[src/vtp_pkg.sv]
package vtp_pkg;

  // Word index width of the register space
  localparam int unsigned IDX_W = 12;

  // Register word indices (byte address = 4 * index)
  localparam logic [IDX_W-1:0] IDX_PAT_CFG = 12'hC13;
  localparam logic [IDX_W-1:0] IDX_ECNT_HI = 12'hC16;
  localparam logic [IDX_W-1:0] IDX_ECNT_LO = 12'hC17;
  localparam logic [IDX_W-1:0] IDX_TXSZ_HI = 12'hC1A;
  localparam logic [IDX_W-1:0] IDX_TXSZ_LO = 12'hC1B;
  localparam logic [IDX_W-1:0] IDX_IRQ_STAT = 12'hC20;
  localparam logic [IDX_W-1:0] IDX_IRQ_MASK = 12'hC21;

  // Error counter layout
  localparam int unsigned ECNT_W = 15;
  localparam logic [ECNT_W-1:0] ECNT_RST = 15'h0000;
  localparam logic [ECNT_W-1:0] ECNT_MAX = 15'h7FFF;
  localparam logic [ECNT_W-1:0] ECNT_ONE = 15'h0001;
  localparam logic [ECNT_W-1:0] ECNT_HI_MASK = 15'h7F00;
  localparam logic [ECNT_W-1:0] ECNT_LO_MASK = 15'h00FF;

  // Transmit size layout
  localparam int unsigned NGRP = 7;
  localparam int unsigned NGRP_LO = 4;
  localparam logic [5:0] TXSZ_HI_RST = 6'h3F;
  localparam logic [7:0] TXSZ_LO_RST = 8'hFF;
  localparam logic [1:0] SIZE_VC12 = 2'h2;

  // Interrupt status bits
  localparam int unsigned IRQ_W = 3;
  localparam int unsigned IRQ_LOCK_GAIN = 0;
  localparam int unsigned IRQ_LOCK_LOSS = 1;
  localparam int unsigned IRQ_CNT_SAT = 2;
  localparam logic [IRQ_W-1:0] IRQ_RST = 3'h0;

  // AHB-Lite encodings
  localparam logic [1:0] HTRANS_NONSEQ = 2'h2;
  localparam logic HRESP_OKAY = 1'b0;

  // Expected pattern selection
  typedef enum logic [1:0] {
    PAT_ZEROS = 2'b00,
    PAT_ONES = 2'b01,
    PAT_ALT = 2'b10,
    PAT_PRBS = 2'b11
  } vtp_pat_t;

  // Pattern receiver states
  typedef enum logic [0:0] {
    ST_HUNT = 1'b0,
    ST_LOCK = 1'b1
  } vtp_rx_state_t;

  // Pattern receiver status
  typedef struct packed {
    logic lock;
    logic err;
  } vtp_pat_stat_t;

  // Transmit sizing per group
  typedef struct packed {
    logic [NGRP-1:0][1:0] grp;
  } vtp_tx_size_t;

endpackage

[src/vtp_pat_rx.sv]
`timescale 1ns/1ps
module vtp_pat_rx import vtp_pkg::*; #(
  parameter int unsigned SYNC_BITS = 16,
  parameter int unsigned LOSS_ERRS = 4
) (
  input wire logic clk_i,
  input wire logic srst_i,
  input wire vtp_pat_t mode_i,
  input wire logic bit_i,
  input wire logic bit_vld_i,
  output vtp_pat_stat_t stat_o
);

  if (SYNC_BITS < 2 || SYNC_BITS > 255 || LOSS_ERRS < 1 || LOSS_ERRS > 255) begin : g_chk
    $error("vtp_pat_rx: SYNC_BITS or LOSS_ERRS out of range");
  end

  vtp_rx_state_t state_reg, state_next;
  vtp_pat_t mode_reg, mode_next;
  logic [14:0] prbs_reg, prbs_next;
  logic alt_reg, alt_next;
  logic [7:0] run_reg, run_next;
  logic err_reg, err_next;
  logic exp_bit;
  logic miss;

  ////////////////////////////////////////////////////////////////
  // Expected bit per selected pattern
  always_comb begin
    case (mode_reg)
      PAT_ZEROS: exp_bit = 1'b0;
      PAT_ONES: exp_bit = 1'b1;
      PAT_ALT: exp_bit = alt_reg;
      PAT_PRBS: exp_bit = prbs_reg[14] ^ prbs_reg[13];
      default: exp_bit = 1'b0;
    endcase
    miss = bit_i ^ exp_bit;
  end

  ////////////////////////////////////////////////////////////////
  // Sync hunt, lock and error detection
  always_comb begin
    state_next = state_reg;
    mode_next = mode_i;
    prbs_next = prbs_reg;
    alt_next = alt_reg;
    run_next = run_reg;
    err_next = 1'b0;
    if (mode_i != mode_reg) begin
      // New pattern choice restarts the hunt
      state_next = ST_HUNT;
      run_next = 8'h00;
    end else if (bit_vld_i) begin
      // Hunting seeds generators from the line, lock runs them free
      prbs_next = {prbs_reg[13:0], (state_reg == ST_HUNT) ? bit_i : exp_bit};
      alt_next = ~((state_reg == ST_HUNT) ? bit_i : exp_bit);
      case (state_reg)
        ST_HUNT: begin
          if (miss) begin
            run_next = 8'h00;
          end else if (run_reg == 8'(SYNC_BITS - 1)) begin
            state_next = ST_LOCK;
            run_next = 8'h00;
          end else begin
            run_next = run_reg + 8'h01;
          end
        end
        ST_LOCK: begin
          err_next = miss;
          if (!miss) begin
            run_next = 8'h00;
          end else if (run_reg == 8'(LOSS_ERRS - 1)) begin
            state_next = ST_HUNT;
            run_next = 8'h00;
          end else begin
            run_next = run_reg + 8'h01;
          end
        end
        default: begin
          state_next = ST_HUNT;
          run_next = 8'h00;
        end
      endcase
    end
  end

  // Receiver state registers
  always_ff @(posedge clk_i) begin
    if (srst_i) begin
      state_reg <= ST_HUNT;
      mode_reg <= PAT_ZEROS;
      prbs_reg <= 15'h0000;
      alt_reg <= 1'b0;
      run_reg <= 8'h00;
      err_reg <= 1'b0;
    end else begin
      state_reg <= state_next;
      mode_reg <= mode_next;
      prbs_reg <= prbs_next;
      alt_reg <= alt_next;
      run_reg <= run_next;
      err_reg <= err_next;
    end
  end

  assign stat_o.lock = (state_reg == ST_LOCK);
  assign stat_o.err = err_reg;
endmodule

[src/vtp_top.sv]
`timescale 1ns/1ps
// Contract
// - Upper count bit 7 shows pattern lock
// - 15-bit counter counts errors only while locked
// - Upper holds count 14:8, lower 7:0
// - Reading a count register clears its bits
// - Two-bit transmit size per group, 10 VC-12
// - Groups 6..4 upper register, 3..0 lower
// - Upper transmit bits 7:6 read zero
// - Transmit size drives transmit mapping only
// - Expected pattern: zeros, ones, 1010, PRBS15
module vtp_top import vtp_pkg::*; #(
  parameter int unsigned SYNC_BITS = 16,
  parameter int unsigned LOSS_ERRS = 4
) (
  input wire logic clk_i,
  input wire logic srst_i,
  input wire logic hsel_i,
  input wire logic [31:0] haddr_i,
  input wire logic [1:0] htrans_i,
  input wire logic hwrite_i,
  input wire logic [2:0] hsize_i,
  input wire logic [31:0] hwdata_i,
  input wire logic hready_i,
  output logic [31:0] hrdata_o,
  output logic hreadyout_o,
  output logic hresp_o,
  input wire logic test_bit_i,
  input wire logic test_bit_vld_i,
  output vtp_tx_size_t tx_size_o,
  output logic pattern_lock_flag_o,
  output logic irq_o
);

  if (SYNC_BITS < 2 || LOSS_ERRS < 1) begin : g_chk
    $error("vtp_top: SYNC_BITS or LOSS_ERRS out of range");
  end

  ////////////////////////////////////////////////////////////////
  // Declarations
  logic dph_vld_reg, dph_vld_next;
  logic dph_wr_reg, dph_wr_next;
  logic dph_hit_reg, dph_hit_next;
  logic [IDX_W-1:0] dph_idx_reg, dph_idx_next;
  logic rd_done_reg, rd_done_next;
  logic [31:0] hrdata_reg, hrdata_next;
  logic take;
  logic rd_fire;
  logic wr_fire;
  logic [7:0] rd_byte;

  vtp_pat_t pat_cfg_reg, pat_cfg_next;
  logic [5:0] txsz_hi_reg, txsz_hi_next;
  logic [7:0] txsz_lo_reg, txsz_lo_next;
  logic [ECNT_W-1:0] cnt_reg, cnt_next;
  logic [ECNT_W-1:0] cnt_base;
  logic [IRQ_W-1:0] irq_stat_reg, irq_stat_next;
  logic [IRQ_W-1:0] irq_mask_reg, irq_mask_next;
  logic [IRQ_W-1:0] irq_evt;
  logic lock_d_reg, lock_d_next;
  vtp_pat_stat_t pat_stat;

  ////////////////////////////////////////////////////////////////
  // Pattern receiver
  vtp_pat_rx #(
    .SYNC_BITS(SYNC_BITS),
    .LOSS_ERRS(LOSS_ERRS)
  ) u_pat_rx (
    .clk_i(clk_i),
    .srst_i(srst_i),
    .mode_i(pat_cfg_reg),
    .bit_i(test_bit_i),
    .bit_vld_i(test_bit_vld_i),
    .stat_o(pat_stat)
  );

  ////////////////////////////////////////////////////////////////
  // AHB-Lite slave handshake
  assign take = hsel_i && (htrans_i == HTRANS_NONSEQ) && hready_i;
  assign rd_fire = dph_vld_reg && !dph_wr_reg && !rd_done_reg;
  assign wr_fire = dph_vld_reg && dph_wr_reg && dph_hit_reg;
  // Reads take one wait state so a preceding write is visible
  assign hreadyout_o = !rd_fire;
  assign hresp_o = HRESP_OKAY;
  assign hrdata_o = hrdata_reg;

  // Read data selection
  always_comb begin
    rd_byte = 8'h00;
    if (dph_hit_reg) begin
      case (dph_idx_reg)
        IDX_PAT_CFG: rd_byte = {pat_cfg_reg, 6'h00};
        IDX_ECNT_HI: rd_byte = {pat_stat.lock, cnt_reg[14:8]};
        IDX_ECNT_LO: rd_byte = cnt_reg[7:0];
        IDX_TXSZ_HI: rd_byte = {2'h0, txsz_hi_reg};
        IDX_TXSZ_LO: rd_byte = txsz_lo_reg;
        IDX_IRQ_STAT: rd_byte = {5'h00, irq_stat_reg};
        IDX_IRQ_MASK: rd_byte = {5'h00, irq_mask_reg};
        default: rd_byte = 8'h00;
      endcase
    end
  end

  // Bus phase next state
  always_comb begin
    dph_vld_next = dph_vld_reg;
    dph_wr_next = dph_wr_reg;
    dph_hit_next = dph_hit_reg;
    dph_idx_next = dph_idx_reg;
    rd_done_next = rd_done_reg;
    hrdata_next = hrdata_reg;
    if (rd_fire) begin
      hrdata_next = {24'h000000, rd_byte};
      rd_done_next = 1'b1;
    end else begin
      dph_vld_next = take;
      dph_wr_next = hwrite_i;
      dph_hit_next = (haddr_i[31:IDX_W+2] == '0);
      dph_idx_next = haddr_i[IDX_W+1:2];
      rd_done_next = 1'b0;
    end
  end

  // Bus phase registers
  always_ff @(posedge clk_i) begin
    if (srst_i) begin
      dph_vld_reg <= 1'b0;
      dph_wr_reg <= 1'b0;
      dph_hit_reg <= 1'b0;
      dph_idx_reg <= '0;
      rd_done_reg <= 1'b0;
      hrdata_reg <= 32'h00000000;
    end else begin
      dph_vld_reg <= dph_vld_next;
      dph_wr_reg <= dph_wr_next;
      dph_hit_reg <= dph_hit_next;
      dph_idx_reg <= dph_idx_next;
      rd_done_reg <= rd_done_next;
      hrdata_reg <= hrdata_next;
    end
  end

  ////////////////////////////////////////////////////////////////
  // Configuration registers
  always_comb begin
    pat_cfg_next = pat_cfg_reg;
    txsz_hi_next = txsz_hi_reg;
    txsz_lo_next = txsz_lo_reg;
    irq_mask_next = irq_mask_reg;
    if (wr_fire) begin
      case (dph_idx_reg)
        IDX_PAT_CFG: pat_cfg_next = vtp_pat_t'(hwdata_i[7:6]);
        IDX_TXSZ_HI: txsz_hi_next = hwdata_i[5:0];
        IDX_TXSZ_LO: txsz_lo_next = hwdata_i[7:0];
        IDX_IRQ_MASK: irq_mask_next = hwdata_i[IRQ_W-1:0];
        default: begin
        end
      endcase
    end
  end

  // Configuration storage
  always_ff @(posedge clk_i) begin
    if (srst_i) begin
      pat_cfg_reg <= PAT_ZEROS;
      txsz_hi_reg <= TXSZ_HI_RST;
      txsz_lo_reg <= TXSZ_LO_RST;
      irq_mask_reg <= IRQ_RST;
    end else begin
      pat_cfg_reg <= pat_cfg_next;
      txsz_hi_reg <= txsz_hi_next;
      txsz_lo_reg <= txsz_lo_next;
      irq_mask_reg <= irq_mask_next;
    end
  end

  // Per-group transmit sizing, transmit side only
  for (genvar g = 0; g < NGRP; g++) begin : g_grp
    if (g < NGRP_LO) begin : g_lo
      assign tx_size_o.grp[g] = txsz_lo_reg[2*g+1:2*g];
    end else begin : g_hi
      assign tx_size_o.grp[g] = txsz_hi_reg[2*(g-NGRP_LO)+1:2*(g-NGRP_LO)];
    end
  end

  ////////////////////////////////////////////////////////////////
  // Error counter with clear on read
  always_comb begin
    cnt_base = cnt_reg;
    if (rd_fire && dph_hit_reg && dph_idx_reg == IDX_ECNT_HI) begin
      cnt_base = cnt_reg & ~ECNT_HI_MASK;
    end else if (rd_fire && dph_hit_reg && dph_idx_reg == IDX_ECNT_LO) begin
      cnt_base = cnt_reg & ~ECNT_LO_MASK;
    end
    cnt_next = cnt_base;
    // Clear applies first, then the increment; hold at all ones
    if (pat_stat.err && cnt_base != ECNT_MAX) begin
      cnt_next = cnt_base + ECNT_ONE;
    end
  end

  ////////////////////////////////////////////////////////////////
  // Interrupt events and sticky status
  always_comb begin
    lock_d_next = pat_stat.lock;
    irq_evt = '0;
    irq_evt[IRQ_LOCK_GAIN] = pat_stat.lock && !lock_d_reg;
    irq_evt[IRQ_LOCK_LOSS] = !pat_stat.lock && lock_d_reg;
    irq_evt[IRQ_CNT_SAT] = pat_stat.err && cnt_base == ECNT_MAX;
    irq_stat_next = irq_stat_reg;
    if (rd_fire && dph_hit_reg && dph_idx_reg == IDX_IRQ_STAT) begin
      irq_stat_next = '0;
    end
    irq_stat_next = irq_stat_next | irq_evt;
  end

  // Counter and status storage
  always_ff @(posedge clk_i) begin
    if (srst_i) begin
      cnt_reg <= ECNT_RST;
      irq_stat_reg <= IRQ_RST;
      lock_d_reg <= 1'b0;
    end else begin
      cnt_reg <= cnt_next;
      irq_stat_reg <= irq_stat_next;
      lock_d_reg <= lock_d_next;
    end
  end

  assign pattern_lock_flag_o = pat_stat.lock;
  assign irq_o = |(irq_stat_reg & irq_mask_reg);
endmodule

[config.mk]
export PLATFORM = sky130hd
export DESIGN_NAME = vtp_top
export DESIGN_NICKNAME = d
export VERILOG_FILES = /design/src/vtp_pkg.sv /design/src/vtp_pat_rx.sv /design/src/vtp_top.sv
export SDC_FILE = /design/constraint.sdc
export NUM_CORES = 1
export LEC_CHECK = 0
export ABC_AREA = 1
export BUFFER_PORTS_ARGS = -buffer_cell sky130_fd_sc_hd__buf_2
export CAP_MARGIN = 20
export CELL_PAD_IN_SITES_DETAIL_PLACEMENT = 2
export CELL_PAD_IN_SITES_GLOBAL_PLACEMENT = 2
export CORE_AREA = 2 2 126 128
export CTS_CLUSTER_DIAMETER = 30
export DETAILED_ROUTE_END_ITERATION = 12
export DIE_AREA = 0 0 128 130
export PLACE_DENSITY = 0.87
export SLEW_MARGIN = 20
export SYNTH_ARGS = -nofsm -noshare
export SYNTH_HDL_FRONTEND = slang
export SYNTH_SLANG_ARGS = --single-unit
[constraint.sdc]
create_clock -name clk_i -period 3.7 [get_ports clk_i]
set_input_delay 0.37 -clock clk_i [delete_from_list [all_inputs] [get_ports clk_i]]
set_output_delay 0.37 -clock clk_i [all_outputs]
set_load 0.02 [all_outputs]
# [Yosys cells after proc, flatten, opt, wreduce, memory -nomap -nowiden]
# Cells that the tools add are included.
[op_classes] n_addsub=2 multipliers=0 div_mod_pow=0 n_lt_le_gt_ge=0 eq_ne=16 shift=0 mux=19 bitwise_logic=8 reduce_logical=29
[op_table] operator="$eq 12x12->1 const B" count=7
[op_table] operator="$pmux 8 s7" count=1
[op_table] operator="$mux 8" count=6
[op_table] operator="$mux 15" count=2
[op_table] operator="$logic_not 18->1" count=1
[op_table] operator="$pmux 8 s2" count=1
[op_table] operator="$add 15x1->15 const B" count=1
[op_table] operator="$eq 15x15->1 const B" count=1
[op_table] operator="$ne 15x15->1 const B" count=1
[op_table] operator="$logic_and 1x1->1" count=14
[op_table] operator="$reduce_and 2->1" count=5
[op_table] operator="$add 8x1->8 const B" count=1
[op_table] operator="$eq 8x2->1 const B" count=1
[op_table] operator="$eq 8x4->1 const B" count=1
[op_table] operator="$eq 2x2->1 const B" count=3
[op_table] operator="$mux 1" count=6
[op_table] operator="$logic_not 1->1" count=5
[op_table] operator="$not 1->1" count=4
[op_table] operator="$pmux 1 s4" count=1
[op_table] operator="$reduce_or 4->1" count=1
[op_table] operator="$and 3x3->3" count=1
[op_table] operator="$mux 3" count=1
[op_table] operator="$or 3x3->3" count=1
[op_table] operator="$reduce_or 3->1" count=1
[op_table] operator="other kinds (6)" count=7
[word_totals] regBits=90 latchBits=0 mem_bits_rw=0 rom_bits=0 in_bits=76 out_inout_bits=50 word_cells=93 mem_count=0

# [Longest topological paths before layout]
# Gate-level depths: netlist of run 1.
[logic_depth] ltp_word=10 depth_mapped=15 ltp_nobuf=14

# [Modules after synthesis]
# A second synthesis of run 1 with hierarchy kept.
[unflattened] cells_unflattened=642 area_unflattened_um2=4708.3
[by_module_without_submodules] mod="vtp_top" instances=1 cells_per_inst=481 area_each_um2=3434.5 seq_area_each_um2=1241.2
[by_module_without_submodules] mod="vtp_pat_rx" instances=1 cells_per_inst=161 area_each_um2=1273.7 seq_area_each_um2=560.5

# [Least setup slack after synthesis of run 1]
# No wires, ideal clock.
[synth_timing] path_kind="reg2reg" startpoint="reg dph_idx_reg[6]" endpoint="reg cnt_reg[10]" setup_ps=116 t_arrival_ps=1489 required_ps=3584 setup_slack_ps=2095 stages_incl_launch_ff=14 n_path_buf=1 period_less_slack_ps=1605 path_cell_list="dfxtp_1 nor2_1 nand2_4 nor2_8 nand3_4 buf_8 nand2_4 nor2_4 nand2_4 nor2_4 nand2_8 nand2_8 nor3_2 nor2_1"
[synth_between] elab_chain_len=7 elab_cells_between_ends=10 cone_classes="1 x add/sub; 3 x eq/ne; 3 x mux; 3 x reduce/logical"
[synth_lines] element="start, declared" line_no="vtp_top.sv:44" rtl="logic [IDX_W-1:0] dph_idx_reg, dph_idx_next;"
[synth_lines] element="start signal, assigned" line_no="vtp_top.sv:137" rtl="dph_idx_reg <= dph_idx_next;"
[synth_lines] element="$eq 12x12->1" line_no="vtp_top.sv:192" rtl="end else if (rd_fire && dph_hit_reg && dph_idx_reg == IDX_ECNT_LO) begin"
[synth_lines] element="$logic_and 1x1->1" line_no="vtp_top.sv:192"
[synth_lines] element="$mux 8" line_no="vtp_top.sv:192"
[synth_lines] element="$mux 15 *" line_no="vtp_top.sv:190" rtl="if (rd_fire && dph_hit_reg && dph_idx_reg == IDX_ECNT_HI) begin"
[synth_lines] element="branches (longest 2 deep; another with $add 15x1->15)"
[synth_lines] element="$mux 15 *" line_no="vtp_top.sv:197" rtl="if (pat_stat.err && cnt_base != ECNT_MAX) begin"
[synth_lines] element="end signal, assigned" line_no="vtp_top.sv:224" rtl="cnt_reg <= cnt_next;"
[synth_lines] element="end, declared" line_no="vtp_top.sv:55" rtl="logic [ECNT_W-1:0] cnt_reg, cnt_next;"
# Mark *: on every way between the ends.
# A chain may end at the register's enable or synchronous reset.

# [Worst setup path after layout of run 1]
[layout_timing] startpoint="reg dph_wr_reg" endpoint="reg cnt_reg[0]"
[layout_between] elab_chain_len=10 elab_cells_between_ends=12 cone_classes="1 x add/sub; 1 x eq/ne; 3 x mux; 7 x reduce/logical"
[layout_lines] element="start, declared" line_no="vtp_top.sv:42" rtl="logic dph_wr_reg, dph_wr_next;"
[layout_lines] element="start signal, assigned" line_no="vtp_top.sv:135" rtl="dph_wr_reg <= dph_wr_next;"
[layout_lines] element="$logic_not 1->1 *" line_no="vtp_top.sv:80" rtl="assign rd_fire = dph_vld_reg && !dph_wr_reg && !rd_done_reg;"
[layout_lines] element="$logic_and 1x1->1 * (2 in a row)" line_no="vtp_top.sv:80"
[layout_lines] element="$logic_and 1x1->1 *" line_no="vtp_top.sv:190, vtp_top.sv:192"
[layout_lines] element="$logic_and 1x1->1" line_no="vtp_top.sv:192"
[layout_lines] element="$mux 8" line_no="vtp_top.sv:192"
[layout_lines] element="$mux 15 *" line_no="vtp_top.sv:190"
[layout_lines] element="branches (longest 2 deep; another with $add 15x1->15)"
[layout_lines] element="$mux 15 *" line_no="vtp_top.sv:197"
# Marks and branches as above.

==> impl_results.md, run 1 <==
* Worst EP required at 3940 ps
* GR Overflow Total at 0
* Vias per inst at ~5
* # diodes at 0
* Synth area leaders: dfxtp_1, nand2_1, nor2_1
* Post-CTS Resized at 0
* Root Buffer: clkbuf_16
* Mapped Area at between 4000 and 5000 µm²
* Clk_lat worst skew at around 350 ps
* GRT Resource Usage Total at between 10% and 20%
* Post-Synth Adder-Cell Area at less than 1%
* CTS Buf Count at 9
* Unrepaired setup endpoints after global routing: no
* Fmax at ~450 MHz
* Pin count of the biggest net entering global routing at between 50 and 60
* Pwr dens at a little over 400 nW/µm²
* Placer congestion estimate at ~0.9
* Worst-path fanout max at 18
* Outcome: completed
* WL final at about 15,000 µm
* Worst setup SP type: register
* Post-Syn Instances at around 630
* Kind of critical path: register to register
* Leak Pwr at about 2.3 nW
* Area leader, netlist: dfxtp_1
* Die Span X at 128 µm
* # Post-CTS Setup Buffers at 0
* # DRC at 0
* Synth cell types at 48
* Vias in the first global route at 4,863
* Initial Util at between 30% and 40%
* First-pass GRT wire length at 24,780 µm
* Main combinational cell family by area after synthesis: simple AND/OR/NAND/NOR gates
* DR WL/cell at 17.14 µm
* Count leader, synth: nand2_1
* Setup TNS at 0 ps
* R2R setup slack at roughly 1500 ps
* DR iter-0 viols at 159
* EDFF count, synth at 0
* Antenna violations before repair at 0
* I/O pin total at roughly 130
* Worst-path clk slew at approximately 60 ps
* Period minus WS final at around 2200 ps
* Row Count at 46
* DP HPWL at about 12,000 µm
* CP Capture Type: register
* Final Hold Vio Count at 0
* Compound-gate portion of the synthesized area at 14.59%
* First-pass detailed-route iteration total at 4
* Maximum root-to-sink buffer count at 2
* Worst slew pin tran at about 790 ps
* HP Class: primary input to register
* Nets@finish at 768
* Peak VDD IR at a little over 0.2 mV
* Seq/Total Area, Yosys at between 30% and 40%
* Fin area at 5394 µm²
* Worst EP arrival at around 2500 ps
* Total number of vias at about 4,400
* Final period util at 60.23%
* R2R depth at 12
* CTS tree: built
* Max-slew violations at 0
* Die Area at 16,640 µm²
* Hold path start: hwrite_i
* Syn avg cell area at 7.387 µm²
* Worst slew margin at a little under half
* WHS Endpoint: dph_wr_reg
* Max-cap violation count at 0
* Yosys warnings at 0
* Yosys reg bits at 90
* Final Skew at between 10 and 15 ps
* H-tree level count at 3
* Layout cells sized above 1 at around a fifth
* R2r endpoint: cnt_reg[0]
* Hold path cells at 3
* Synth cell count leaders: nand2_1, dfxtp_1, nor2_1
* Simple-Gate Fraction of Synth Area at about a third
* Crit Reg-Reg Startpoint: dph_wr_reg
* Hold Buf Count CTS at 0
* Post-route ant nets at 0
* # setup viols final at 0
* Synth Area in XOR/XNOR at 2.269%
* Pwr Total at around 2.2 mW
* Dpl cell area at roughly 5100 µm²
* Port Buffers at 71
* CORE AREA at approximately 15,000 µm²
* Synth top area share at 38.90%
* Primary FF master, synth: dfxtp_1
* Chip Height at around 130 µm
* Post-synth ARST share at 0%
* TritonCTS Sinks at 90
* Post-synthesis mux area share at 0%
* Final design utilization at 34.97%
* Area grow syn2layout at 16.45%
-- worst max-delay path, cell delays in order (launching register included) --
cell and delay (ps):
dfxtp_1 310, inv_2 80, nand3_2 320, nor2_4 330
nand3_4 200, nand4_2 160, inv_2 80, nand2_4 100
inv_2 90, nand2_8 130, nand2_8 90, o21ai_2 150
nor2_1 60
-- final cells by class --
cell class                 instances  area (µm²)
multi-input combinational        443        2369
fill                            1870       10030
tap                              192       240.2
clock buffer                      11       232.7
inverter                          74       277.8
clock inverter                     5       102.6
sequential                        90        1802
timing repair buffer              73       370.4
-- through the flow --
step           std cells  setup WS, ps  hold slack [ps]
6_report             888          1471            246.8
5_1_grt              888          1200            265.4
4_1_cts              888          1431            247.7
3_5_place_dp         872          1440            464.6
3_3_place_gp         872          1570            431.8
2_1_floorplan        651          2095            422.5
-- per-layer routing --
layer | vias up | global-route usage, % | share of wire [%]
met3 | 25 | 2.911 | 2.7
met1 | 2177 | 21.17 | 42
met5 | - | 0 | 0
met4 | 0 | 7.628 | 2.2
li1 | 2147 | - | -
met2 | 84 | 36.74 | 53
-- cell families (layout without fill, tap and decap cells) --
kind of cell	after synthesis	after routing
AOI/OAI and AO/OA	113	113
xor gates and xnor gates	12	12
adders and majority gates	1	1
buffers and inverters	118	163
DFF	90	90
other	1	25
and+or+nand+nor	292	292
-- cell usage in the layout, fill, tap and decap left out, types with 2 or more instances in the layout --
master / n
o22ai_1: 3
clkbuf_1: 2
o211ai_1: 16
buf_2: 71
nand2_8: 2
a211oi_1: 2
buf_4: 2
nor2_4: 7
nor2_2: 4
a31oi_1: 2
a22oi_1: 4
bufinv_16: 3
inv_1: 64
a21oi_1: 41
nor4_1: 8
nand3_4: 2
nand3_1: 38
conb_1: 25
dfxtp_1: 90
xor2_1: 9
nand2_2: 6
o2111ai_1: 2
o21ai_0: 32
a21oi_2: 4
xnor2_1: 3
nand2_4: 6
clkbuf_16: 9
nand2_1: 109
nor2_1: 73
nand4_1: 11
nor3_1: 12
inv_2: 9
nand3_2: 7
-- power by group --
| group | leakage [nW] | total [mW] | switching, mW | internal (mW) |
|---|---|---|---|---|
| logic | 1.44 | 0.149 | 0.106 | 0.0436 |
| clock network | 0.160 | 1.05 | 0.394 | 0.660 |
| registers | 0.733 | 1.01 | 0.0151 | 0.991 |
-- how the worst max path moves through the flow --
stage | depth (start not counted) | slack [ps] | startpoint | endpoint
finish | 12 | 1470 | dph_wr_reg | cnt_reg[0]
global route | 12 | 1200 | dph_wr_reg | cnt_reg[6]
CTS | 12 | 1430 | dph_wr_reg | cnt_reg[0]
detailed placement | 12 | 1440 | dph_wr_reg | cnt_reg[10]
global placement | 12 | 1570 | dph_wr_reg | cnt_reg[10]
floorplan | 13 | 2100 | dph_idx_reg[6] | cnt_reg[10]
No activity file was read; power rests on OpenSTA's default activity.
==> inputs of run 2 (changes only) <==
--- a/config.mk
+++ b/config.mk
@@ -10,11 +10,11 @@
 export CAP_MARGIN = 20
 export CELL_PAD_IN_SITES_DETAIL_PLACEMENT = 2
 export CELL_PAD_IN_SITES_GLOBAL_PLACEMENT = 2
-export CORE_AREA = 2 2 126 128
+export CORE_AREA = 2 2 137 139
 export CTS_CLUSTER_DIAMETER = 30
 export DETAILED_ROUTE_END_ITERATION = 12
-export DIE_AREA = 0 0 128 130
-export PLACE_DENSITY = 0.87
+export DIE_AREA = 0 0 139 141
+export PLACE_DENSITY = 0.79
 export SLEW_MARGIN = 20
 export SYNTH_ARGS = -nofsm -noshare
 export SYNTH_HDL_FRONTEND = slang
==> constraint.sdc (replaced) <==
create_clock -name clk_i -period 1.8 [get_ports clk_i]
set_input_delay 0.18 -clock clk_i [delete_from_list [all_inputs] [get_ports clk_i]]
set_output_delay 0.18 -clock clk_i [all_outputs]
set_load 0.02 [all_outputs]
==> run 2 against run 1 <==
  * The flow now finishes with violations (setup timing)
  * First-iteration DRC count is 13% higher
  * Total power is 110% higher
  * Clock power is 100% higher
  * Largest cell class unchanged
==> impl_results.md, run 2 (synthesis results as in run 1) <==
* Nets@finish at 822 (was 768)
* Antenna violations before repair at 0 (unchanged)
* Leak Pwr at 2.632 nW (was 2.329 nW)
* Comb power frac at 8.0% (was 6.8%)
* Final Hold Vio Count at 0 (unchanged)
* H-tree level count at 3 (unchanged)
* Die Area at 19,600 µm² (was 16,640 µm²)
* R2R depth at 8 (was 12)
* DR iter-0 viols at 180 (was 159)
* # setup viols final at 3 (was 0)
* DR WL/cell at 17.25 µm (was 17.14 µm)
* GR Overflow Total at 0 (unchanged)
* Worst setup path end: hrdata_o[3] (was cnt_reg[0])
* Vias per inst at 4.778 (was 4.992)
* Area grow syn2layout at 32.63% (was 16.45%)
* HP Class: primary input to register (unchanged)
* # diodes at 0 (unchanged)
* Worst-path clk slew at 70 ps (was 60 ps)
* Root Buffer: clkbuf_16 (unchanged)
* Die Span X at 139 µm (was 128 µm)
* Fin area at 6143 µm² (was 5394 µm²)
* Final Instance Count excl. Fillers at 984 (was 888)
* Commonest non-fill, non-tap cells in the layout: nand2_1, dfxtp_1, buf_2 (was nand2_1, dfxtp_1, nor2_1)
* Int Pwr at 3.385 mW (was 1.694 mW)
* R2r endpoint: hrdata_o[3] (was cnt_reg[0])
* Worst EP required at 2080 ps (was 3940 ps)
* Clk_lat worst skew at 360 ps (was 350 ps)
* Most common cell after layout, fill and taps aside: nand2_1 (unchanged)
* Initial Util at 25.36% (was 30.03%)
* Hold path start: hwrite_i (unchanged)
* First-pass GRT wire length at 24,770 µm (was 24,780 µm)
* DP HPWL at 11,670 µm (was 11,710 µm)
* Max-cap violation count at 0 (unchanged)
* Final period util at 101.4% (was 60.23%)
* First-pass detailed-route iteration total at 4 (unchanged)
* Max-slew violations at 0 (unchanged)
* GRT Resource Usage Total at 15.83% (was 19.15%)
* Worst-path fanout max at 4 (was 18)
* Worst setup SP type: register (unchanged)
* Outcome: finished, violations left (was completed)
* Kind of critical path: register to register (unchanged)
* Layout cells sized above 1 at 32.27% (was 20.26%)
* Switch share at 25.35% (was 23.29%)
* Maximum root-to-sink buffer count at 2 (unchanged)
* CP Launch Point: dph_idx_reg[2] (was dph_wr_reg)
* Hold Buf Count CTS at 0 (unchanged)
* Net switching power at 1.149 mW (was 0.5144 mW)
* Post-route ant nets at 0 (unchanged)
* Port Buffers at 71 (unchanged)
* TritonCTS Sinks at 90 (unchanged)
* R2R setup slack at -20 ps (was 1470 ps)
* Row Count at 50 (was 46)
* Failing checks: setup timing
* Pin count of the biggest net entering global routing at 54 (unchanged)
* Dpl cell area at 5431 µm² (was 5059 µm²)
* CP Capture Type: register (unchanged)
* Final Skew at 7.122 ps (was 10.52 ps)
* Unrepaired setup endpoints after global routing: yes (was no)
* WL final at 16,970 µm (was 15,220 µm)
* Worst EP arrival at 2100 ps (was 2470 ps)
* I/O pin total at 126 (unchanged)
* Post-route setup slack at -24.74 ps (was 1471 ps)
* CORE AREA at 18,270 µm² (was 15,420 µm²)
* # DRC at 0 (unchanged)
* Fmax at 548.0 MHz (was 448.7 MHz)
* Worst slew pin tran at 517.2 ps (was 793.9 ps)
* Sequential Power Share at 45.7% (was 45.5%)
* Period minus WS final at 1825 ps (was 2229 ps)
* CTS tree: built (unchanged)
* Cell count after placement at 955 (was 872)
* Chip Height at 141 µm (was 130 µm)
* Pwr dens at 738.1 nW/µm² (was 409.4 nW/µm²)
* Worst slew margin at 65.48% (was 47.00%)
* Crit Reg-Reg Startpoint: dph_idx_reg[2] (was dph_wr_reg)
* Total number of vias at 4,702 (was 4,433)
* Peak VDD IR at 0.4355 mV (was 0.2049 mV)
* Clk pwr share at 46.3% (was 47.7%)
* CTS Buf Count at 9 (unchanged)
* Placer congestion estimate at 0.8163 (was 0.8860)
* Vias in the first global route at 4,938 (was 4,863)
run 2: cell count changes in the layout (fill, tap and decap cells not counted), sizes merged:
cell,before,now
buf,73,127
bufinv,3,2
clkbuf,11,9
inv,73,76
run 2: per-stage QoR:
step	total power [mW]	setup TNS [ps]	setup WS [ps]	util, %	hold slack, ps
floorplan	2.348	0	195.0	-	305.8
global placement	2.429	0	48.88	29.73	404.3
detailed placement	2.444	-297.2	-68.86	29.73	406.4
CTS	4.556	0	3.335	31.72	36.01
global route	4.710	-2154	-109.8	33.63	47.32
finish	4.535	-36.38	-24.74	33.63	46.46
run 2: repair_timing:
action / CTS / global route
resized for setup: 9 / 68
endpoints found under the hold margin: 0 / 0
pin swaps: 3 / 21
buffers inserted: 1 / 12
setup endpoints to repair: 19 / 41
run 2: critical path, cell delays in order, from the launching register on:
cell and delay (ps):
dfxtp_2 350, inv_1 110, nand2_1 170, nor4_1 410
buf_4 210, a22oi_1 120, nand2_1 130, nand3_1 90
a21oi_1 160
run 2: final cells by class:
| type | instances | area, µm² |
|---|---|---|
| Clock inverter | 7 | 98.84 |
| Timing Repair Buffer | 127 | 803.3 |
| Multi-Input combinational cell | 443 | 2624 |
| Sequential cell | 90 | 1817 |
| Fill cell | 2135 | 12120 |
| Inverter | 74 | 282.8 |
| Clock buffer | 9 | 225.2 |
| Tap cell | 234 | 292.8 |
run 2: worst min-delay path by stage:
stage	end	depth (start not counted)	slack [ps]
after global placement	dph_wr_reg	3	400
after CTS	dph_wr_reg	3	40
after global routing	dph_wr_reg	3	50
after floorplan	dph_wr_reg	2	310
final	dph_wr_reg	3	50
after detailed placement	dph_wr_reg	3	410
run 2: power by group through the flow:
stage,sequential (mW),clock (mW),combinational [mW]
2_1_floorplan,2.10,0,0.245
3_3_place_gp,2.11,0,0.321
3_5_place_dp,2.11,0,0.333
4_1_cts,2.07,2.15,0.339
5_1_grt,2.08,2.23,0.405
6_report,2.07,2.10,0.364
run 2: layer usage:
metal  vias up  wire length [µm]  GRT usage (%)
li1       2254                 -              -
met2       106              8837          28.47
met3        23               599          3.397
met5         -                 0              0
met4         0               371          5.529
met1      2319              7163          18.67
